## src/hdl/rcfp_pkg.sv

```systemverilog
// ----------------------------------------------------------------------------
// Shared constants of the remote parameter request frame parser.
// ----------------------------------------------------------------------------
package rcfp_pkg;

	// ------------------------------------------------------------------------
	// Frame layout.
	// ------------------------------------------------------------------------
	localparam logic [7:0]  RCFP_START_DELIM   = 8'h7E; // Start of every frame.
	localparam logic [7:0]  RCFP_TYPE_REQ      = 8'h17; // Remote parameter request.
	localparam logic [7:0]  RCFP_TYPE_RSP      = 8'h97; // Matching response type.
	localparam logic [7:0]  RCFP_SUM_GOOD      = 8'hFF; // Body sum plus checksum.
	localparam logic [15:0] RCFP_MIN_LEN       = 16'h000F; // Type through command name.
	localparam logic [15:0] RCFP_IDX_TYPE      = 16'h0000; // Body index of frame type.
	localparam logic [15:0] RCFP_IDX_FID       = 16'h0001; // Body index of frame identifier.
	localparam logic [15:0] RCFP_IDX_D64_LAST  = 16'h0009; // Last byte of long identifier.
	localparam logic [15:0] RCFP_IDX_D16_LAST  = 16'h000B; // Last byte of network address.
	localparam logic [15:0] RCFP_IDX_OPT       = 16'h000C; // Body index of option byte.
	localparam logic [15:0] RCFP_IDX_CMD_LAST  = 16'h000E; // Last byte of command name.
	localparam logic [15:0] RCFP_APPLY_CMD     = 16'h4143; // apply_pending_changes_cmd name.

	// ------------------------------------------------------------------------
	// Option bit positions.
	// ------------------------------------------------------------------------
	localparam int          RCFP_OPT_NO_ACK    = 0;
	localparam int          RCFP_OPT_APPLY     = 1;
	localparam int          RCFP_OPT_SECURE    = 4;
	localparam logic [7:0]  RCFP_OPT_MASK      = 8'h13; // Defined option bits only.

	// ------------------------------------------------------------------------
	// Register map, byte addresses on the AXI4-Lite bus.
	// ------------------------------------------------------------------------
	localparam logic [7:0]  RCFP_REG_CTRL      = 8'h00;
	localparam logic [7:0]  RCFP_REG_STATUS    = 8'h04;
	localparam logic [7:0]  RCFP_REG_GOOD_CNT  = 8'h08;
	localparam logic [7:0]  RCFP_REG_ERR_CNT   = 8'h0C;
	localparam logic [7:0]  RCFP_REG_LAST      = 8'h10;
	localparam int          RCFP_CTRL_EN_BIT   = 0;
	localparam int          RCFP_CTRL_CLR_BIT  = 1;
	localparam logic [31:0] RCFP_CTRL_RESET    = 32'h0000_0001; // Parser on.
	localparam logic [1:0]  RCFP_RESP_OKAY     = 2'h0;
	localparam logic [1:0]  RCFP_RESP_SLVERR   = 2'h2;

	// ------------------------------------------------------------------------
	// Parser states.
	// ------------------------------------------------------------------------
	typedef enum logic [2:0] {
		RCFP_ST_HUNT,
		RCFP_ST_LEN_HI,
		RCFP_ST_LEN_LO,
		RCFP_ST_BODY,
		RCFP_ST_SUM,
		RCFP_ST_REQ,
		RCFP_ST_WAIT
	} rcfp_state_t;

endpackage

```

## src/hdl/rcfp_parser.sv

```systemverilog
// Our own choices: the register offsets and the AXI4-Lite register port.
`timescale 1ns/1ps
`default_nettype none
module rcfp_parser #(
	parameter int VAL_DEPTH = 16,
	parameter int VAL_AW    = 4
) (
	// Clock and reset.
	input  wire logic                aclk,
	input  wire logic                aresetn,
	// AXI4-Lite slave.
	input  wire logic [7:0]          s_axi_awaddr,
	input  wire logic                s_axi_awvalid,
	output logic                     s_axi_awready,
	input  wire logic [31:0]         s_axi_wdata,
	input  wire logic [3:0]          s_axi_wstrb,
	input  wire logic                s_axi_wvalid,
	output logic                     s_axi_wready,
	output logic [1:0]               s_axi_bresp,
	output logic                     s_axi_bvalid,
	input  wire logic                s_axi_bready,
	input  wire logic [7:0]          s_axi_araddr,
	input  wire logic                s_axi_arvalid,
	output logic                     s_axi_arready,
	output logic [31:0]              s_axi_rdata,
	output logic [1:0]               s_axi_rresp,
	output logic                     s_axi_rvalid,
	input  wire logic                s_axi_rready,
	// Serial API byte stream from the host.
	input  wire logic [7:0]          rx_data,
	input  wire logic                rx_valid,
	output logic                     rx_ready,
	// Request towards the network transmit path.
	output logic                     net_req_valid,
	input  wire logic                net_req_ready,
	output logic [63:0]              net_req_dest64,
	output logic [15:0]              net_req_dest16,
	output logic [15:0]              net_req_cmd,
	output logic [7:0]               net_req_options,
	output logic                     net_req_no_ack,
	output logic                     net_req_apply,
	output logic                     net_req_secure,
	output logic                     net_req_query,
	output logic                     net_req_apply_cmd,
	output logic [15:0]              net_req_val_len,
	input  wire logic [VAL_AW-1:0]   net_val_addr,
	output logic [7:0]               net_val_data,
	// Answer from the remote node.
	input  wire logic                ans_valid,
	input  wire logic [7:0]          ans_status,
	input  wire logic [31:0]         ans_value,
	// Response towards the host.
	output logic                     rsp_valid,
	output logic [7:0]               rsp_type,
	output logic [7:0]               rsp_frame_id,
	output logic [7:0]               rsp_status,
	output logic [31:0]              rsp_value
);
	import rcfp_pkg::*;

	// ------------------------------------------------------------------------
	// Declarations.
	// ------------------------------------------------------------------------
	rcfp_state_t state_ff, nxt_state;
	logic [15:0] len_ff, cnt_ff;
	logic [7:0]  sum_ff, type_ff, fid_ff, opt_ff;
	logic [63:0] dest64_ff;
	logic [15:0] dest16_ff, cmd_ff;
	logic        rx_ready_ff, req_valid_ff, rsp_valid_ff;
	logic [7:0]  rsp_fid_ff, rsp_status_ff;
	logic [31:0] rsp_value_ff;
	logic [31:0] ctrl_ff, good_cnt_ff, err_cnt_ff;
	logic        rx_take, frame_ok, frame_bad, len_bad, sum_ok;
	logic [15:0] len_full;
	logic [15:0] val_idx;
	logic        val_wr;
	logic        aw_hold_ff, w_hold_ff, bvalid_ff, rvalid_ff;
	logic [7:0]  awaddr_ff;
	logic        wstrb0_ff;
	logic [31:0] wdata_ff, rdata_ff;
	logic [1:0]  bresp_ff, rresp_ff;
	logic        wr_fire, rd_fire, clr_pulse;

	assign rx_take  = rx_valid && rx_ready_ff;
	assign len_full = {len_ff[7:0], rx_data};
	assign sum_ok   = ((sum_ff + rx_data) == RCFP_SUM_GOOD);
	// Value bytes start after the command name.
	assign val_idx  = cnt_ff - (RCFP_IDX_CMD_LAST + 16'h0001);
	assign val_wr   = rx_take && (state_ff == RCFP_ST_BODY) && (cnt_ff > RCFP_IDX_CMD_LAST);
	// A length shorter than the fixed fields, or longer than the value store,
	// can never agree with a well formed request.
	assign len_bad  = (len_full < RCFP_MIN_LEN) ||
			(len_full > RCFP_MIN_LEN + 16'(VAL_DEPTH));

	// ------------------------------------------------------------------------
	// Parser state machine.
	// ------------------------------------------------------------------------
	// Next state; the machine falls back to delimiter hunting on any error.
	always_comb begin
		nxt_state = state_ff;
		frame_ok  = 1'b0;
		frame_bad = 1'b0;
		unique case (state_ff)
			RCFP_ST_HUNT: begin
				if (rx_take && rx_data == RCFP_START_DELIM) begin
					nxt_state = RCFP_ST_LEN_HI;
				end
			end
			RCFP_ST_LEN_HI: begin
				if (rx_take) begin
					nxt_state = RCFP_ST_LEN_LO;
				end
			end
			RCFP_ST_LEN_LO: begin
				if (rx_take) begin
					if (len_bad) begin
						frame_bad = 1'b1;
						nxt_state = RCFP_ST_HUNT;
					end else begin
						nxt_state = RCFP_ST_BODY;
					end
				end
			end
			RCFP_ST_BODY: begin
				if (rx_take && cnt_ff == len_ff - 16'h0001) begin
					nxt_state = RCFP_ST_SUM;
				end
			end
			RCFP_ST_SUM: begin
				if (rx_take) begin
					if (!sum_ok) begin
						frame_bad = 1'b1;
						nxt_state = RCFP_ST_HUNT;
					end else if (type_ff == RCFP_TYPE_REQ) begin
						frame_ok  = 1'b1;
						nxt_state = RCFP_ST_REQ;
					end else begin
						nxt_state = RCFP_ST_HUNT;
					end
				end
			end
			RCFP_ST_REQ: begin
				if (net_req_ready) begin
					nxt_state = RCFP_ST_WAIT;
				end
			end
			RCFP_ST_WAIT: begin
				if (ans_valid) begin
					nxt_state = RCFP_ST_HUNT;
				end
			end
		endcase
	end

	// State register.
	always_ff @(posedge aclk) begin
		if (!aresetn) begin
			state_ff <= RCFP_ST_HUNT;
		end else begin
			state_ff <= nxt_state;
		end
	end

	// The link is held off while a request is out, so the captured fields
	// stay stable; a disabled parser stalls the host rather than drop bytes.
	always_ff @(posedge aclk) begin
		if (!aresetn) begin
			rx_ready_ff <= 1'b0;
		end else begin
			rx_ready_ff <= ctrl_ff[RCFP_CTRL_EN_BIT] &&
					(nxt_state != RCFP_ST_REQ) && (nxt_state != RCFP_ST_WAIT);
		end
	end

	// ------------------------------------------------------------------------
	// Length, byte count and running sum.
	// ------------------------------------------------------------------------
	always_ff @(posedge aclk) begin
		if (!aresetn) begin
			len_ff <= 16'h0000;
			cnt_ff <= 16'h0000;
			sum_ff <= 8'h00;
		end else if (rx_take) begin
			unique case (state_ff)
				RCFP_ST_LEN_HI: len_ff <= {8'h00, rx_data};
				RCFP_ST_LEN_LO: begin
					len_ff <= len_full;
					cnt_ff <= 16'h0000;
					sum_ff <= 8'h00;
				end
				RCFP_ST_BODY: begin
					cnt_ff <= cnt_ff + 16'h0001;
					sum_ff <= sum_ff + rx_data;
				end
				default: begin
				end
			endcase
		end
	end

	// ------------------------------------------------------------------------
	// Field capture.
	// ------------------------------------------------------------------------
	// Multi-byte fields shift in from the low end, most significant first.
	always_ff @(posedge aclk) begin
		if (!aresetn) begin
			type_ff   <= 8'h00;
			fid_ff    <= 8'h00;
			dest64_ff <= 64'h0000_0000_0000_0000;
			dest16_ff <= 16'h0000;
			opt_ff    <= 8'h00;
			cmd_ff    <= 16'h0000;
		end else if (rx_take && state_ff == RCFP_ST_BODY) begin
			if (cnt_ff == RCFP_IDX_TYPE) begin
				type_ff <= rx_data;
			end else if (cnt_ff == RCFP_IDX_FID) begin
				fid_ff <= rx_data;
			end else if (cnt_ff <= RCFP_IDX_D64_LAST) begin
				dest64_ff <= {dest64_ff[55:0], rx_data};
			end else if (cnt_ff <= RCFP_IDX_D16_LAST) begin
				dest16_ff <= {dest16_ff[7:0], rx_data};
			end else if (cnt_ff == RCFP_IDX_OPT) begin
				opt_ff <= rx_data & RCFP_OPT_MASK;
			end else if (cnt_ff <= RCFP_IDX_CMD_LAST) begin
				cmd_ff <= {cmd_ff[7:0], rx_data};
			end
		end
	end

	// Value bytes go to the store at their offset inside the value field.
	rcfp_value_mem #(
		.DEPTH      (VAL_DEPTH),
		.AW         (VAL_AW)
	) u_value_mem (
		.aclk       (aclk),
		.wr_en      (val_wr),
		.wr_addr    (val_idx[VAL_AW-1:0]),
		.wr_data    (rx_data),
		.rd_addr    (net_val_addr),
		.rd_data_ff (net_val_data)
	);

	// ------------------------------------------------------------------------
	// Network request and host response.
	// ------------------------------------------------------------------------
	// The request is raised only for a frame that passed every check.
	always_ff @(posedge aclk) begin
		if (!aresetn) begin
			req_valid_ff <= 1'b0;
		end else if (frame_ok) begin
			req_valid_ff <= 1'b1;
		end else if (net_req_ready) begin
			req_valid_ff <= 1'b0;
		end
	end

	// A zero identifier still sends the request but returns nothing.
	always_ff @(posedge aclk) begin
		if (!aresetn) begin
			rsp_valid_ff  <= 1'b0;
			rsp_fid_ff    <= 8'h00;
			rsp_status_ff <= 8'h00;
			rsp_value_ff  <= 32'h0000_0000;
		end else begin
			rsp_valid_ff <= (state_ff == RCFP_ST_WAIT) && ans_valid &&
					(fid_ff != 8'h00);
			if (state_ff == RCFP_ST_WAIT && ans_valid) begin
				rsp_fid_ff    <= fid_ff;
				rsp_status_ff <= ans_status;
				rsp_value_ff  <= ans_value;
			end
		end
	end

	assign net_req_valid     = req_valid_ff;
	assign net_req_dest64    = dest64_ff;
	assign net_req_dest16    = dest16_ff;
	assign net_req_cmd       = cmd_ff;
	assign net_req_options   = opt_ff;
	assign net_req_no_ack    = opt_ff[RCFP_OPT_NO_ACK];
	assign net_req_apply     = opt_ff[RCFP_OPT_APPLY];
	assign net_req_secure    = opt_ff[RCFP_OPT_SECURE];
	assign net_req_query     = (len_ff == RCFP_MIN_LEN);
	assign net_req_apply_cmd = (cmd_ff == RCFP_APPLY_CMD);
	assign net_req_val_len   = len_ff - RCFP_MIN_LEN;
	assign rx_ready          = rx_ready_ff;
	assign rsp_valid         = rsp_valid_ff;
	assign rsp_type          = RCFP_TYPE_RSP;
	assign rsp_frame_id      = rsp_fid_ff;
	assign rsp_status        = rsp_status_ff;
	assign rsp_value         = rsp_value_ff;

	// ------------------------------------------------------------------------
	// Frame counters.
	// ------------------------------------------------------------------------
	// A frame event in the clearing cycle still counts, so none is lost.
	always_ff @(posedge aclk) begin
		if (!aresetn) begin
			good_cnt_ff <= 32'h0000_0000;
			err_cnt_ff  <= 32'h0000_0000;
		end else begin
			if (clr_pulse) begin
				good_cnt_ff <= {31'h0, frame_ok};
				err_cnt_ff  <= {31'h0, frame_bad};
			end else begin
				good_cnt_ff <= good_cnt_ff + {31'h0, frame_ok};
				err_cnt_ff  <= err_cnt_ff + {31'h0, frame_bad};
			end
		end
	end

	// ------------------------------------------------------------------------
	// AXI4-Lite write channel.
	// ------------------------------------------------------------------------
	assign wr_fire   = aw_hold_ff && w_hold_ff && !bvalid_ff;
	assign clr_pulse = wr_fire && (awaddr_ff == RCFP_REG_CTRL) && wdata_ff[RCFP_CTRL_CLR_BIT];

	// Address and data are latched independently, in either order.
	always_ff @(posedge aclk) begin
		if (!aresetn) begin
			aw_hold_ff <= 1'b0;
			w_hold_ff  <= 1'b0;
			awaddr_ff  <= 8'h00;
			wdata_ff   <= 32'h0000_0000;
			wstrb0_ff  <= 1'b0;
		end else begin
			if (s_axi_awvalid && !aw_hold_ff) begin
				aw_hold_ff <= 1'b1;
				awaddr_ff  <= s_axi_awaddr;
			end else if (wr_fire) begin
				aw_hold_ff <= 1'b0;
			end
			if (s_axi_wvalid && !w_hold_ff) begin
				w_hold_ff <= 1'b1;
				wdata_ff  <= s_axi_wdata;
				wstrb0_ff <= s_axi_wstrb[0]; // The strobe is payload and may move once taken.
			end else if (wr_fire) begin
				w_hold_ff <= 1'b0;
			end
		end
	end

	// Only the enable bit is stored; the clear bit acts once and is not kept.
	always_ff @(posedge aclk) begin
		if (!aresetn) begin
			ctrl_ff <= RCFP_CTRL_RESET;
		end else if (wr_fire && awaddr_ff == RCFP_REG_CTRL && wstrb0_ff) begin
			ctrl_ff <= {31'h0, wdata_ff[RCFP_CTRL_EN_BIT]};
		end
	end

	// Write response; read-only and unmapped offsets answer SLVERR.
	always_ff @(posedge aclk) begin
		if (!aresetn) begin
			bvalid_ff <= 1'b0;
			bresp_ff  <= RCFP_RESP_OKAY;
		end else if (wr_fire) begin
			bvalid_ff <= 1'b1;
			bresp_ff  <= (awaddr_ff == RCFP_REG_CTRL) ? RCFP_RESP_OKAY : RCFP_RESP_SLVERR;
		end else if (s_axi_bready) begin
			bvalid_ff <= 1'b0;
		end
	end

	assign s_axi_awready = !aw_hold_ff;
	assign s_axi_wready  = !w_hold_ff;
	assign s_axi_bvalid  = bvalid_ff;
	assign s_axi_bresp   = bresp_ff;

	// ------------------------------------------------------------------------
	// AXI4-Lite read channel.
	// ------------------------------------------------------------------------
	assign rd_fire = s_axi_arvalid && !rvalid_ff;

	// One cycle from address to data; the status word shows the parser state.
	always_ff @(posedge aclk) begin
		if (!aresetn) begin
			rvalid_ff <= 1'b0;
			rdata_ff  <= 32'h0000_0000;
			rresp_ff  <= RCFP_RESP_OKAY;
		end else if (rd_fire) begin
			rvalid_ff <= 1'b1;
			rresp_ff  <= RCFP_RESP_OKAY;
			unique case (s_axi_araddr)
				RCFP_REG_CTRL:     rdata_ff <= ctrl_ff;
				RCFP_REG_STATUS:   rdata_ff <= {28'h000_0000, req_valid_ff, 3'(state_ff)};
				RCFP_REG_GOOD_CNT: rdata_ff <= good_cnt_ff;
				RCFP_REG_ERR_CNT:  rdata_ff <= err_cnt_ff;
				RCFP_REG_LAST:     rdata_ff <= {8'h00, cmd_ff, fid_ff};
				default: begin
					rdata_ff <= 32'h0000_0000;
					rresp_ff <= RCFP_RESP_SLVERR;
				end
			endcase
		end else if (s_axi_rready) begin
			rvalid_ff <= 1'b0;
		end
	end

	assign s_axi_arready = !rvalid_ff;
	assign s_axi_rvalid  = rvalid_ff;
	assign s_axi_rdata   = rdata_ff;
	assign s_axi_rresp   = rresp_ff;

endmodule
`default_nettype wire

```

## src/hdl/rcfp_value_mem.sv

```systemverilog
`timescale 1ns/1ps
`default_nettype none
// ----------------------------------------------------------------------------
// Value byte store: one write port, registered read port.
// ----------------------------------------------------------------------------
module rcfp_value_mem #(
	parameter int DEPTH = 16,
	parameter int AW    = 4
) (
	// Clock.
	input  wire logic          aclk,
	// Write side.
	input  wire logic          wr_en,
	input  wire logic [AW-1:0] wr_addr,
	input  wire logic [7:0]    wr_data,
	// Read side.
	input  wire logic [AW-1:0] rd_addr,
	output logic      [7:0]    rd_data_ff
);

	logic [7:0] mem [DEPTH];

	// Storage carries no reset, so it maps onto plain RAM cells.
	always_ff @(posedge aclk) begin
		if (wr_en) begin
			mem[wr_addr] <= wr_data;
		end
	end

	// Read data leave through a register, one cycle after the address.
	always_ff @(posedge aclk) begin
		rd_data_ff <= mem[rd_addr];
	end

endmodule
`default_nettype wire

```

## config.mk

```make
export PLATFORM = sky130hd
export DESIGN_NAME = rcfp_parser
export DESIGN_NICKNAME = d
export VERILOG_FILES = /design/src/hdl/rcfp_pkg.sv /design/src/hdl/rcfp_parser.sv /design/src/hdl/rcfp_value_mem.sv
export SDC_FILE = /design/constraint.sdc
export NUM_CORES = 1
export LEC_CHECK = 0
export BUFFER_PORTS_ARGS = -buffer_cell sky130_fd_sc_hd__buf_2
export CORE_MARGIN = 2
export CORE_UTILIZATION = 45
export DETAILED_ROUTE_END_ITERATION = 8
export PLACE_DENSITY = 0.69
export SLEW_MARGIN = 40
export SYNTH_ARGS = -nofsm -noshare
export SYNTH_HDL_FRONTEND = slang
export SYNTH_SLANG_ARGS = --single-unit
export TNS_END_PERCENT = 10
```

## constraint.sdc

```tcl
create_clock -name aclk -period 4.4 [get_ports aclk]
set_input_delay 0.66 -clock aclk [delete_from_list [all_inputs] [get_ports aclk]]
set_output_delay 0.66 -clock aclk [all_outputs]
set_load 0.02 [all_outputs]
```

---- Yosys cells after proc, flatten, opt, wreduce, memory -nomap -nowiden ----
Memory sizes are Yosys's and may differ from the RTL's. A register that Yosys moved wholly into a read port is not among the register bits.
Index checks and enable logic that the tools add are counted.
word-level totals
  register bits after elaboration ......... 325
  latch bits .............................. 0
  memory bits (writable) .................. 128
  memory bits (read-only) ................. 0
  input port bits ......................... 114
  output and inout bits ................... 233
  memories ................................ 1
cells by class
  add/subtract/negate cells ............... 7
  multipliers ............................. 0
  divide/modulo/power cells ............... 0
  $lt $le $gt $ge ......................... 6
  equality and inequality tests ........... 20
  shift operators ......................... 0
  multiplexer cells ....................... 39
  bitwise operators ....................... 6
  reduce and logical (&&, ||, !) cells .... 44
memories
  name             depth  bits a word  read ports  clocked after Yosys merged registers in  wr ports  RTL line              text
  u_value_mem.mem  16     8            1           1                                        1         rcfp_value_mem.sv:21  logic [7:0] mem [DEPTH];
operator list
  kind                                                                           number
  32-bit case mux with 5 select lines                                            1
  32-bit by 1-bit adder with 32-bit output                                       2
  16-bit case mux with 2 select lines                                            2
  16-bit by 4-bit <= comparator with 1-bit output, second input constant         3
  16-bit by 4-bit equality test with 1-bit output, second input constant         2
  3-bit 2-to-1 mux                                                               9
  1-bit 2-to-1 mux                                                               21
  3-bit case mux with 7 select lines                                             1
  1-bit logical AND                                                              17
  16-bit by 1-bit adder with 16-bit output, second input constant                1
  16-bit by 1-bit equality test with 1-bit output, second input constant         1
  16-bit by 15-bit equality test with 1-bit output, second input constant        1
  16-bit equality test                                                           1
  8-bit by 4-bit equality test with 1-bit output, second input constant          2
  8-bit by 5-bit equality test with 1-bit output, second input constant          2
  16-bit by 4-bit > comparator with 1-bit output, second input constant          1
  16-bit by 5-bit > comparator with 1-bit output, second input constant          1
  16-bit logical NOT                                                             1
  8-bit logical NOT                                                              2
  16-bit by 4-bit less-than comparator with 1-bit output, second input constant  1
  8-bit case mux with 2 select lines                                             1
  16-bit by 1-bit subtractor with 16-bit output, second input constant           1
  16-bit by 4-bit subtractor with 16-bit output, second input constant           1
  2-bit nonzero test                                                             7
  other kinds (24)                                                               40

---- Longest topological paths before layout ----
Gate-level depths: netlist (run 1).
  word-level depth ........................ 8
  gate-level depth with buffers ........... 20
  depth with buffers taken out ............ 20

---- Modules after synthesis ----
Synthesis (run 1) repeated with hierarchy kept, for this count alone.
unflattened totals
  cells, all modules ...................... 1962
  area, all modules ....................... 20063.0 um^2
by module, submodules not included
  module          times used  cells each  area each (um^2)
  rcfp_parser     1           1733        14915.6
  rcfp_value_mem  1           229         5147.4

---- Worst setup path before layout (run 1) ----
No wires, ideal clock.
  path kind ............................... input port to flip-flop
  start point ............................. in rx_data[1]
  end point ............................... reg err_cnt_ff[31]
  library setup time ...................... 0.071 ns
  data arrival time ....................... 4.188 ns
  data required time ...................... 4.329 ns
  setup slack ............................. 0.142 ns
  stages on the path ...................... 18
  cell sequence ........................... clkbuf_1 -> inv_1 -> fa_1 -> nor2b_1 -> o31a_1 -> a21oi_1 -> and3_1 -> and4_1 -> o31a_1 -> nor2_1 -> ha_1 -> nand2_1 -> nor3_1 -> and3_1 -> nor2b_1 -> nand3_1 -> or3_1 -> a21oi_1
between the ends
  cells in the longest elaborated chain, start to end .. 6
  elaborated cells on any way between the ends .. 11
  classes of those cells .................. add/sub (2); order compare (2); eq/ne (1); mux (5); reduce/logical (1)
ends and longest elaborated chain
  element                                                         RTL line                                text
  start: declaration                                              rcfp_parser.sv:30                       input wire logic [7:0] rx_data,
  8-bit adder (tied with other cells)                             rcfp_parser.sv:86                       assign sum_ok = ((sum_ff + rx_data) == RCFP_SUM_GOOD);
  8-bit equality test / 1-bit logical OR (equally long branches)  rcfp_parser.sv:86, rcfp_parser.sv:92
  1-bit 2-to-1 mux (on tied branches)                             rcfp_parser.sv:131, rcfp_parser.sv:116
  1-bit 2-to-1 mux (on tied branches)                             rcfp_parser.sv:130, rcfp_parser.sv:115
  1-bit case mux with 2 select lines *                            rcfp_parser.sv:103                      unique case (state_ff)
  32-bit by 1-bit adder with 32-bit output *                      rcfp_parser.sv:307                      err_cnt_ff <= err_cnt_ff + {31'h0, frame_bad};
  end signal: assignment                                          rcfp_parser.sv:304                      err_cnt_ff <= {31'h0, frame_bad};
  end signal: assignment                                          rcfp_parser.sv:307
  end: declaration                                                rcfp_parser.sv:72                       logic [31:0] ctrl_ff, good_cnt_ff, err_cnt_ff;
Every way passes the cells marked *; elsewhere a longest branch is shown, timed or not.
A chain may end at the register's enable or synchronous reset.

---- Final worst setup path (run 1) ----
  start point ............................. reg sum_ff[0]
  end point ............................... reg good_cnt_ff[30]
between the ends
  cells in the longest elaborated chain, start to end .. 6
ends and longest elaborated chain
  element                                   RTL line            text
  start: declaration                        rcfp_parser.sv:66   logic [7:0] sum_ff, type_ff, fid_ff, opt_ff;
  start signal: assignment                  rcfp_parser.sv:193  sum_ff <= sum_ff + rx_data;
  8-bit adder                               rcfp_parser.sv:86
  8-bit equality test                       rcfp_parser.sv:86
  1-bit 2-to-1 mux                          rcfp_parser.sv:131  if (!sum_ok) begin
  1-bit 2-to-1 mux                          rcfp_parser.sv:130  if (rx_take) begin
  1-bit 2-to-1 mux                          rcfp_parser.sv:103
  named net frame_ok                        rcfp_parser.sv:73   logic rx_take, frame_ok, frame_bad, len_bad, sum_ok;
  32-bit by 1-bit adder with 32-bit output  rcfp_parser.sv:306  good_cnt_ff <= good_cnt_ff + {31'h0, frame_ok};
  end signal: assignment                    rcfp_parser.sv:303  good_cnt_ff <= {31'h0, frame_ok};
  end signal: assignment                    rcfp_parser.sv:306
  end: declaration                          rcfp_parser.sv:72
The timed path passes the listed nets, and every way through them passes these cells.

==> impl_metrics.py, run 1 <==
metrics = {
    "timing": {
        "fmax_mhz": 249,
        "setup-violations-final": 0,
        "finalSetupTns_ps": 0,
        "whs_ps": 267,
        "rsz0062_at_grt": "false",
        "fin_ws_ps": 387,
        "fin_crit_sh_pct": 91.2,
        "fin_skew_ps": 16.9,
        "fin_crit_ps": 4010,
        "relSlewSlack_pct": 43.3,
        "worstMarginPinSlew_ps": 848,
        "drv_slew": 0,
        "finalHoldViolCount": 0,
    },
    "power_and_ir_drop": {
        "p_total_mw": 9.01,
        "ir_drop_v": 0.000269,
        "intPower_mw": 7.05,
        "netSwitchingFraction_pct": 21.8,
        "combPwrFrac_pct": 3.7,
        "power_density_mw_per_mm2": 390,
        "p_switching_mw": 1.96,
        "clock_power_share_pct": 47.9,
        "p_leak_nw": 9.03,
        "seq_power_share_pct": 48.4,
    },
    "drt": {
        "drt_wl_total_microns": 51600,
        "initialDrtViolationCount": 1013,
        "post-route-drc-count": 0,
        "vias": 15100,
        "via_per_inst": 5.41,
        "final_antenna_net_count": 0,
        "first_pass_iters": 6,
        "wl_per_cell_microns": 18.4,
    },
    "final_layout": {
        "area_growth_pct": 19.3,
        "final_util_pct": 54.7,
        "diodes": 0,
        "drive_gt1_share_pct": 22.9,
        "nNetsFinal": 2352,
        "final_cells": 2797,
        "fin_area_sq_mm": 0.0231,
    },
    "die": {
        "die_area_sq_mm": 0.0447,
        "core-area_sq_mm": 0.0422,
        "io_pins": 347,
        "start_util_pct": 45.8,
        "die_w_microns": 211,
        "rows": 75,
        "die_y_microns": 211,
    },
    "critical_path": {
        "required_ps": 4840,
        "worstPathMaxFanout": 3,
        "worstPathArrival_ps": 4460,
        "crit_path_end_kind": "flop",
        "criticalPathCategory": "flop to flop",
        "critPathLaunchType": "flop",
    },
    "synth": {
        "syn_inst": 1944,
        "ys_ff_latch": 459,
        "synth-main-ff-cell": "dfxtp_1",
        "yosys_warnings": 0,
        "syn_area_sq_mm": 0.0193,
        "synthDistinctLibCells": 67,
        "synth-edff-count": 128,
        "ys_top_cells_by_area": "dfxtp_1 34%, edfxtp_1 20%, nand2_1 6.9%, mux4_2 4.8%, nor2_1 4.5%",
        "yosys-top-cells-count": "355 x nand2_1, 331 x dfxtp_1, 230 x nor2_1, 164 x a21oi_1, 128 x edfxtp_1",
        "yosysMostFrequentCell": "nand2_1",
        "ys_async_sr_fraction_pct": 0,
        "synth_top_area_cell": "dfxtp_1",
        "syn_area_per_cell_sq_um": 9.95,
        "yosys.area.top_type_share_pct": 34.3,
        "yosysSeqAreaShare_pct": 54.1,
    },
    "clocking": {
        "cts_setup_buffers": 0,
        "htreeDepth": 2,
        "clk_latency_ps": 590,
        "cts_max_path_buffers": 3,
        "cts_tree": "yes",
        "clk_transition_reported_paths_ps": 60,
        "cts_made_buffers": 48,
        "cts-root-buf": "clkbuf_16",
        "cts.sinks": 459,
    },
    "placed_design": {
        "pre_cts_slack_ps": -138,
        "post_dp_cell_area_sq_mm": 0.0214,
        "dp.final_hpwl_microns": 35200,
        "gp_congestion": 0.835,
        "io_buffers": 298,
        "post-place-cells": 2708,
    },
    "status": {
        "status": "complete, no violations",
    },
    "grt": {
        "grt_first_pass_wirelength_microns": 79700,
        "grt_overflow": 0,
        "track_usage_pct": 22.6,
        "grt_max_degree": 111,
        "first_global_vias": 14600,
        "antenna_found_initial": 0,
    },
    "flow_run": {
        "max_cap_violations": 0,
    },
    "min_path": {
        "hold_class": "input pin to flop",
    },
}
[critical path, stage by stage, from the launching register on]
cell	delay (ps)
dfxtp_1	310
ha_1	190
inv_1	70
fa_1	200
nor2b_1	70
o31a_1	260
or4b_2	610
nand3_1	120
nand2_1	50
nor3_1	200
ha_1	260
ha_1	210
nand4_1	100
nor3_1	280
and2_1	200
nand2_1	100
nor3_1	320
nand2_1	110
xor2_1	150
nor2_1	50
[routing by layer]
| layer | vias to the layer above | global-route usage, % | part of all wire (%) |
|---|---|---|---|
| li1 | 7245 | - | - |
| met5 | - | 0 | 0 |
| met2 | 497 | 38.4 | 49 |
| met3 | 82 | 6.01 | 7.5 |
| met1 | 7309 | 28.3 | 41 |
| met4 | 0 | 6.39 | 2.2 |
[path summary, 6_finish.rpt]
path                      startpoint  cells past startpoint  slack [ps]                  to
setup / recovery           sum_ff[0]                     19         390     good_cnt_ff[30]
hold / removal          s_axi_rready                      2         270        s_axi_rvalid
setup reg to reg           sum_ff[0]                     19         390     good_cnt_ff[30]
hold reg to reg   net_req_dest64[62]                      2         450  net_req_dest64[62]
[layout make-up]
class                      count  area (sq um)
multi-input combinational   1344          8280
tap                          539           674
fill                        3725         19100
clock inverter                30           399
clock buffer                  59          1290
sequential                   459         10500
timing repair buffer         349          1890
inverter                      17          68.8
[repair_timing]
item | 4_1_cts | 5_1_grt
hold endpoints to repair | 0 | 0
hold buffers | 0 | 0
gates resized for setup | 0 | 1
setup endpoints to repair | 0 | 2
[kinds of logic after synthesis]
kind of cell / Yosys count / synth area share, %
simple gates: 793 / 18.2
fa+ha+maj: 19 / 1.27
xor+xnor: 107 / 4.84
other cells: 2 / 0.0388
compound gates: 282 / 8.56
buf+inv: 154 / 3.63
mux: 128 / 9.34
flops: 459 / 54.1
[cells in the final DEF (no fill, tap or decap), types with 52 or more instances in the layout]
master,count
nand2_1,353
dfxtp_1,331
buf_2,296
nor2_1,222
a21oi_1,164
edfxtp_1,128
mux2i_1,77
nand3_1,59
xor2_1,58
buf_4,52
[flip-flops by register name, summed over array words and instances, names as in the netlist, 2 cells and up]
register                flops
net_req_dest64             64
s_axi_rdata                32
type_ff                     8
state_ff                    3
u_value_mem.rd_data_ff      8
net_req_dest16             16
net_req_options             3
net_req_cmd                16
u_value_mem.mem           128
rsp_value                  32
fid_ff                      8
len_ff                     16
awaddr_ff                   8
err_cnt_ff                 32
good_cnt_ff                32
sum_ff                      8
wdata_ff                    2
cnt_ff                     16
rsp_frame_id                8
rsp_status                  8
[power by group through the flow]
stage	Sequential (mW)	Combinational (mW)	Clock [mW]
5_1_grt	4.37	0.354	4.57
3_5_place_dp	4.46	0.330	0
4_1_cts	4.37	0.331	4.40
2_1_floorplan	4.47	0.190	0
3_3_place_gp	4.46	0.323	0
6_report	4.37	0.330	4.32
(Power assumes the default switching activity.)
==> run 2: changes to the inputs <==
Settings changed: CELL_PAD_IN_SITES_DETAIL_PLACEMENT set to 1, CELL_PAD_IN_SITES_GLOBAL_PLACEMENT set to 1, CORE_UTILIZATION 45 to 39, PLACE_DENSITY 0.69 to unset, PLACE_DENSITY_LB_ADDON set to 0.1, RECOVER_POWER set to 100.
==> impl_metrics.py, run 2 (synthesized netlist as in run 1, its figures left out) <==
metrics = {
    "timing": {
        "worstMarginPinSlew_ps": 2750,
        "fin_crit_ps": 4090,
        "relSlewSlack_pct": -83.4,
        "fmax_mhz": 245,
        "fin_crit_sh_pct": 92.9,
        "fin_skew_ps": 19.5,
        "setup-violations-final": 0,
        "finalHoldViolCount": 0,
        "drv_slew": 302,
        "fin_ws_ps": 312,
        "rsz0062_at_grt": "false",
    },
    "power_and_ir_drop": {
        "intPower_mw": 7.12,
        "netSwitchingFraction_pct": 22.1,
        "p_switching_mw": 2.02,
        "p_total_mw": 9.14,
        "p_leak_nw": 8.09,
        "clock_power_share_pct": 48.6,
        "ir_drop_v": 0.000242,
        "power_density_mw_per_mm2": 399,
        "seq_power_share_pct": 47.8,
        "combPwrFrac_pct": 3.7,
    },
    "drt": {
        "first_pass_iters": 4,
        "initialDrtViolationCount": 742,
        "via_per_inst": 5.20,
        "met1_length_microns": 26000,
        "wl_per_cell_microns": 20.2,
        "vias": 15200,
        "drt_wl_total_microns": 59100,
        "highest_layer": "met4",
        "routed-wl-met2_microns": 29700,
        "post-route-drc-count": 0,
        "final_antenna_net_count": 0,
        "wl_met3_microns": 1950,
    },
    "final_layout": {
        "largest_register": "u_value_mem.mem",
        "final_common_cell": "nand2_1",
        "regArea_sq_mm": 0.0105,
        "fin_area_sq_mm": 0.0229,
        "nNetsFinal": 2360,
        "final_cell_mix": "352 x nand2_1, 331 x dfxtp_1, 255 x clkbuf_1, 227 x nor2_1, 164 x a21oi_1",
        "multi_input_area_sq_mm": 0.00825,
        "largest_reg_flops": 128,
        "drive_gt1_share_pct": 12.2,
        "area_growth_pct": 18.5,
        "fill_cells": 5677,
    },
    "flow_run": {
        "max_cap_violations": 8,
    },
    "placed_design": {
        "post_dp_cell_area_sq_mm": 0.0216,
        "dp.final_hpwl_microns": 40600,
        "gp_congestion": 0.839,
        "pre_cts_slack_ps": -177,
        "io_buffers": 298,
    },
    "status": {
        "status": "finished, violations left",
        "violations": "max-capacitance violations, max-slew violations",
    },
    "die": {
        "rows": 81,
        "die_area_sq_mm": 0.0514,
        "die_y_microns": 227,
        "die_w_microns": 227,
        "core-area_sq_mm": 0.0490,
        "start_util_pct": 39.5,
        "io_pins": 347,
    },
    "critical_path": {
        "worstPathArrival_ps": 4540,
        "crit_end": "good_cnt_ff[29]",
        "regToRegSetupSlack_ps": 310,
        "rr_startpoint": "sum_ff[0]",
        "reg2reg_to": "good_cnt_ff[29]",
        "worstPathMaxFanout": 4,
        "critPathLaunchType": "flop",
        "required_ps": 4850,
        "crit_path_end_kind": "flop",
        "criticalPathCategory": "flop to flop",
        "crit_start": "sum_ff[0]",
        "reg2reg_depth": 21,
    },
    "min_path": {
        "hold_class": "input pin to flop",
        "hold_depth": 2,
    },
    "grt": {
        "grt_first_pass_wirelength_microns": 91100,
        "grt_max_degree": 152,
        "grt_overflow": 0,
        "antenna_found_initial": 2,
        "first_global_vias": 15800,
        "track_usage_pct": 22.9,
    },
    "clocking": {
        "clk_transition_reported_paths_ps": 60,
        "cts_setup_buffers": 0,
        "htreeDepth": 2,
        "clk_latency_ps": 600,
        "cts_made_buffers": 50,
        "cts.sinks": 459,
        "cts-root-buf": "clkbuf_16",
        "cts_tree": "yes",
        "cts_max_path_buffers": 3,
    },
}
-- run 2: cell count changes in the layout (fill, tap and decap cells not counted), sizes merged, moves of 2 or more --
| cell | before | now |
|---|---|---|
| clkinvlp | 5 | 1 |
| diode | 0 | 2 |
| buf | 349 | 101 |
| clkinv | 15 | 13 |
| clkbuf | 59 | 324 |
-- run 2: repair_timing --
| item | 4_1_cts | 5_1_grt |
|---|---|---|
| hold buffers | 0 | 0 |
| resized for setup | 0 | 8 |
| setup endpoints to repair | 0 | 6 |
-- run 2: final cells by class --
| cell class | instances | area share [%] |
|---|---|---|
| well taps | 664 | 3.62 |
| repair buffers | 355 | 6.88 |
| flip-flops and latches | 459 | 45.7 |
| multi-input cells | 1344 | 36.0 |
| diodes | 2 | 0.0218 |
| clock buffers | 70 | 6.13 |
| inverters | 17 | 0.295 |
| clock inverters | 22 | 1.42 |
-- run 2: metrics by stage --
| stage | setup TNS [ps] | utilization (%) | instances | hold slack [ps] |
|---|---|---|---|---|
| after global placement | -1410 | 44.0 | 2838 | 439 |
| after floorplan | 0 | - | 1957 | 422 |
| after CTS | 0 | 47.6 | 2931 | 216 |
| after global routing | 0 | 46.8 | 2933 | 250 |
| final | 0 | 46.8 | 2933 | 248 |
| after detailed placement | -1560 | 44.1 | 2839 | 447 |
-- run 2: worst min path at each step --
stage	from	end
after CTS	s_axi_rready	s_axi_rvalid
after global placement	type_ff[1]	type_ff[1]
after detailed placement	rsp_value[31]	rsp_value[31]
after global routing	s_axi_rready	s_axi_rvalid
after floorplan	ctrl_ff[0]	rx_ready
final	s_axi_rready	s_axi_rvalid
-- run 2: routing by layer --
metal | vias to the layer above | GRT usage (%)
met2 | 242 | 39.5
met5 | - | 0
li1 | 7272 | -
met4 | 0 | 7.51
met1 | 7641 | 29.4
met3 | 83 | 3.27
-- run 2: power by group through the flow --
| stage | clock network [mW] | logic [mW] | registers [mW] |
|---|---|---|---|
| after global placement | 0 | 0.342 | 4.46 |
| final | 4.44 | 0.335 | 4.37 |
| after detailed placement | 0 | 0.351 | 4.46 |
| after global routing | 4.69 | 0.364 | 4.37 |
| after CTS | 4.54 | 0.352 | 4.37 |
| after floorplan | 0 | 0.190 | 4.47 |
-- run 2: critical path, stage by stage, from the launching register on --
cell and delay [ps]:
dfxtp_1 310, ha_1 200, inv_1 70, fa_1 220, nor2b_2 60, o31a_1 250
or4b_2 610, nand3_1 140, nand2_1 60, nor3_1 170, clkbuf_4 170, ha_1 180
clkbuf_4 150, nand2_1 60, nor4_1 260, buf_4 170, nand2_1 70, or2_2 330
nor2_2 160, nand3_1 110, xor2_1 150, nor2_1 50
==> run 3: changes to the inputs <==
==> constraint.sdc (replaced) <==
create_clock -name aclk -period 4.4 [get_ports aclk]
set_input_delay 0.66 -clock aclk [delete_from_list [all_inputs] [get_ports aclk]]
set_output_delay 0.66 -clock aclk [all_outputs]
set_load 0.1 [all_outputs]
==> impl_metrics.py, run 3 (synthesized netlist as in run 1, its figures left out) <==
metrics = {
    "status": {
        "status": "finished, violations left",
        "violations": "max-capacitance violations, max-slew violations",
    },
    "final_layout": {
        "final_cell_mix": "352 x nand2_1, 331 x dfxtp_1, 258 x clkbuf_1, 227 x nor2_1, 164 x a21oi_1",
        "final_common_cell": "nand2_1",
        "nNetsFinal": 2360,
        "largest_reg_flops": 128,
        "final_cells": 2933,
        "area_growth_pct": 18.6,
        "largest_register": "u_value_mem.mem",
        "fin_area_sq_mm": 0.0229,
        "drive_gt1_share_pct": 12.1,
    },
    "critical_path": {
        "regToRegSetupSlack_ps": 310,
        "critPathLaunchType": "flop",
        "crit_top_cell": "nand2_1",
        "crit_path_end_kind": "flop",
        "slowest_delay_ps": 610,
        "worstPathMaxFanout": 4,
        "path_delay_family": "simple AND/OR/NAND/NOR gates",
        "reg2reg_to": "good_cnt_ff[29]",
        "criticalPathCategory": "flop to flop",
        "reg2reg_depth": 21,
        "worstPathArrival_ps": 4540,
        "crit_path_top_delay_cell": "or4b_2",
        "cp_cell_sequence": "ha_1 -> inv_1 -> fa_1 -> nor2b_2 -> o31a_1 -> or4b_2 -> nand3_1 -> nand2_1 -> nor3_1 -> clkbuf_4 -> ha_1 -> clkbuf_4 -> nand2_1 -> nor4_1 -> buf_4 -> nand2_1 -> or2_2 -> nor2_2 -> nand3_1 -> xor2_1 -> nor2_1",
        "cp.buffers_inverters": 4,
        "required_ps": 4850,
        "rr_startpoint": "sum_ff[0]",
    },
    "placed_design": {
        "gp_congestion": 0.839,
        "pre_cts_slack_ps": -177,
        "io_buffers": 298,
        "post-place-cells": 2839,
        "post_dp_cell_area_sq_mm": 0.0216,
        "dp.final_hpwl_microns": 40600,
    },
    "timing": {
        "fin_ws_ps": 314,
        "finalHoldViolCount": 0,
        "fin_skew_ps": 18.8,
        "fmax_mhz": 245,
        "worstMarginPinSlew_ps": 2750,
        "setup-violations-final": 0,
        "finalSetupTns_ps": 0,
        "relSlewSlack_pct": -83.1,
        "fin_crit_ps": 4090,
        "fin_crit_sh_pct": 92.9,
        "drv_slew": 302,
        "rsz0062_at_grt": "false",
    },
    "clocking": {
        "cts-resized-gates": 0,
        "cts-root-buf": "clkbuf_16",
        "cts_made_buffers": 50,
        "clk_latency_ps": 600,
        "cts.sinks": 459,
        "htreeDepth": 2,
        "holdBufCountCts": 0,
        "cts_tree": "yes",
        "cts_setup_buffers": 0,
        "clk_transition_reported_paths_ps": 60,
        "cts_max_path_buffers": 3,
    },
    "power_and_ir_drop": {
        "p_leak_nw": 8.09,
        "ir_drop_v": 0.000241,
        "power_density_mw_per_mm2": 404,
    },
    "die": {
        "start_util_pct": 39.5,
        "die_y_microns": 227,
        "die_w_microns": 227,
        "die_area_sq_mm": 0.0514,
        "io_pins": 347,
        "core-area_sq_mm": 0.0490,
        "rows": 81,
    },
    "drt": {
        "via_per_inst": 5.19,
        "vias": 15200,
        "first_pass_iters": 5,
        "wl_per_cell_microns": 20.2,
        "drt_wl_total_microns": 59200,
        "post-route-drc-count": 0,
        "initialDrtViolationCount": 731,
        "final_antenna_net_count": 0,
    },
    "grt": {
        "grt_first_pass_wirelength_microns": 91100,
        "track_usage_pct": 22.9,
        "antenna_found_initial": 2,
        "grt_overflow": 0,
        "first_global_vias": 15800,
        "grt_max_degree": 152,
    },
    "min_path": {
        "whs_endpoint": "s_axi_rvalid",
        "hold_depth": 2,
        "worstHoldStart": "s_axi_rready",
        "hold_class": "input pin to flop",
    },
    "flow_run": {
        "max_cap_violations": 7,
    },
}
run 3: changes by cell type in the layout (fill, tap and decap cells not counted), sizes merged:
| cell | previous run | this run |
|---|---|---|
| buf | 101 | 97 |
| clkbuf | 324 | 328 |
run 3: final cells by class:
type	count	area [sq um]
clock inverter	22	327
inverter	17	67.6
antenna	2	5.00
fill	5675	26000
timing repair buffer	355	1570
clock buffer	70	1410
tap	664	831
sequential	459	10500
multi-input combinational	1344	8260
run 3: metrics by stage:
step / util [%] / hold slack, ps / power, mW
6_report: 46.9 / 247 / 9.27
5_1_grt: 46.9 / 250 / 9.55
4_1_cts: 47.6 / 216 / 9.39
3_5_place_dp: 44.1 / 447 / 4.94
3_3_place_gp: 44.0 / 439 / 4.93
2_1_floorplan: - / 422 / 4.79
run 3: worst reg2reg max path: cells and delay by family (launching register included):
| family | cells | cell delay (ps) |
|---|---|---|
| DFF | 1 | 310 |
| and+or+nand+nor | 12 | 2090 |
| xor gates and xnor gates | 1 | 150 |
| buffers and inverters | 4 | 560 |
| AOI/OAI and AO/OA | 1 | 250 |
| adders and majority gates | 3 | 600 |
run 3: worst max-delay path by stage:
stage	depth (start not counted)	startpoint	slack [ps]	endpoint
final	21	sum_ff[0]	310	good_cnt_ff[29]
after global routing	20	sum_ff[0]	20	good_cnt_ff[30]
after CTS	21	sum_ff[0]	230	err_cnt_ff[30]
after detailed placement	22	rx_data[0]	-180	good_cnt_ff[29]
after global placement	22	rx_data[0]	-200	good_cnt_ff[29]
after floorplan	18	rx_data[1]	140	err_cnt_ff[31]
run 3: routing by layer:
layer  share of wire, %  up-vias  global-route usage (%)
met5                  0        -                       0
met4                2.6        0                    7.51
met3                3.3       84                    3.27
met2                 50      239                    39.5
met1                 44     7630                    29.4
li1                   -     7272                       -
run 3: power breakdown:
part           internal (mW)  switching (mW)  total [mW]
Combinational          0.109           0.353       0.462
Clock                   2.65            1.79        4.44
Sequential              4.36         0.00967        4.37
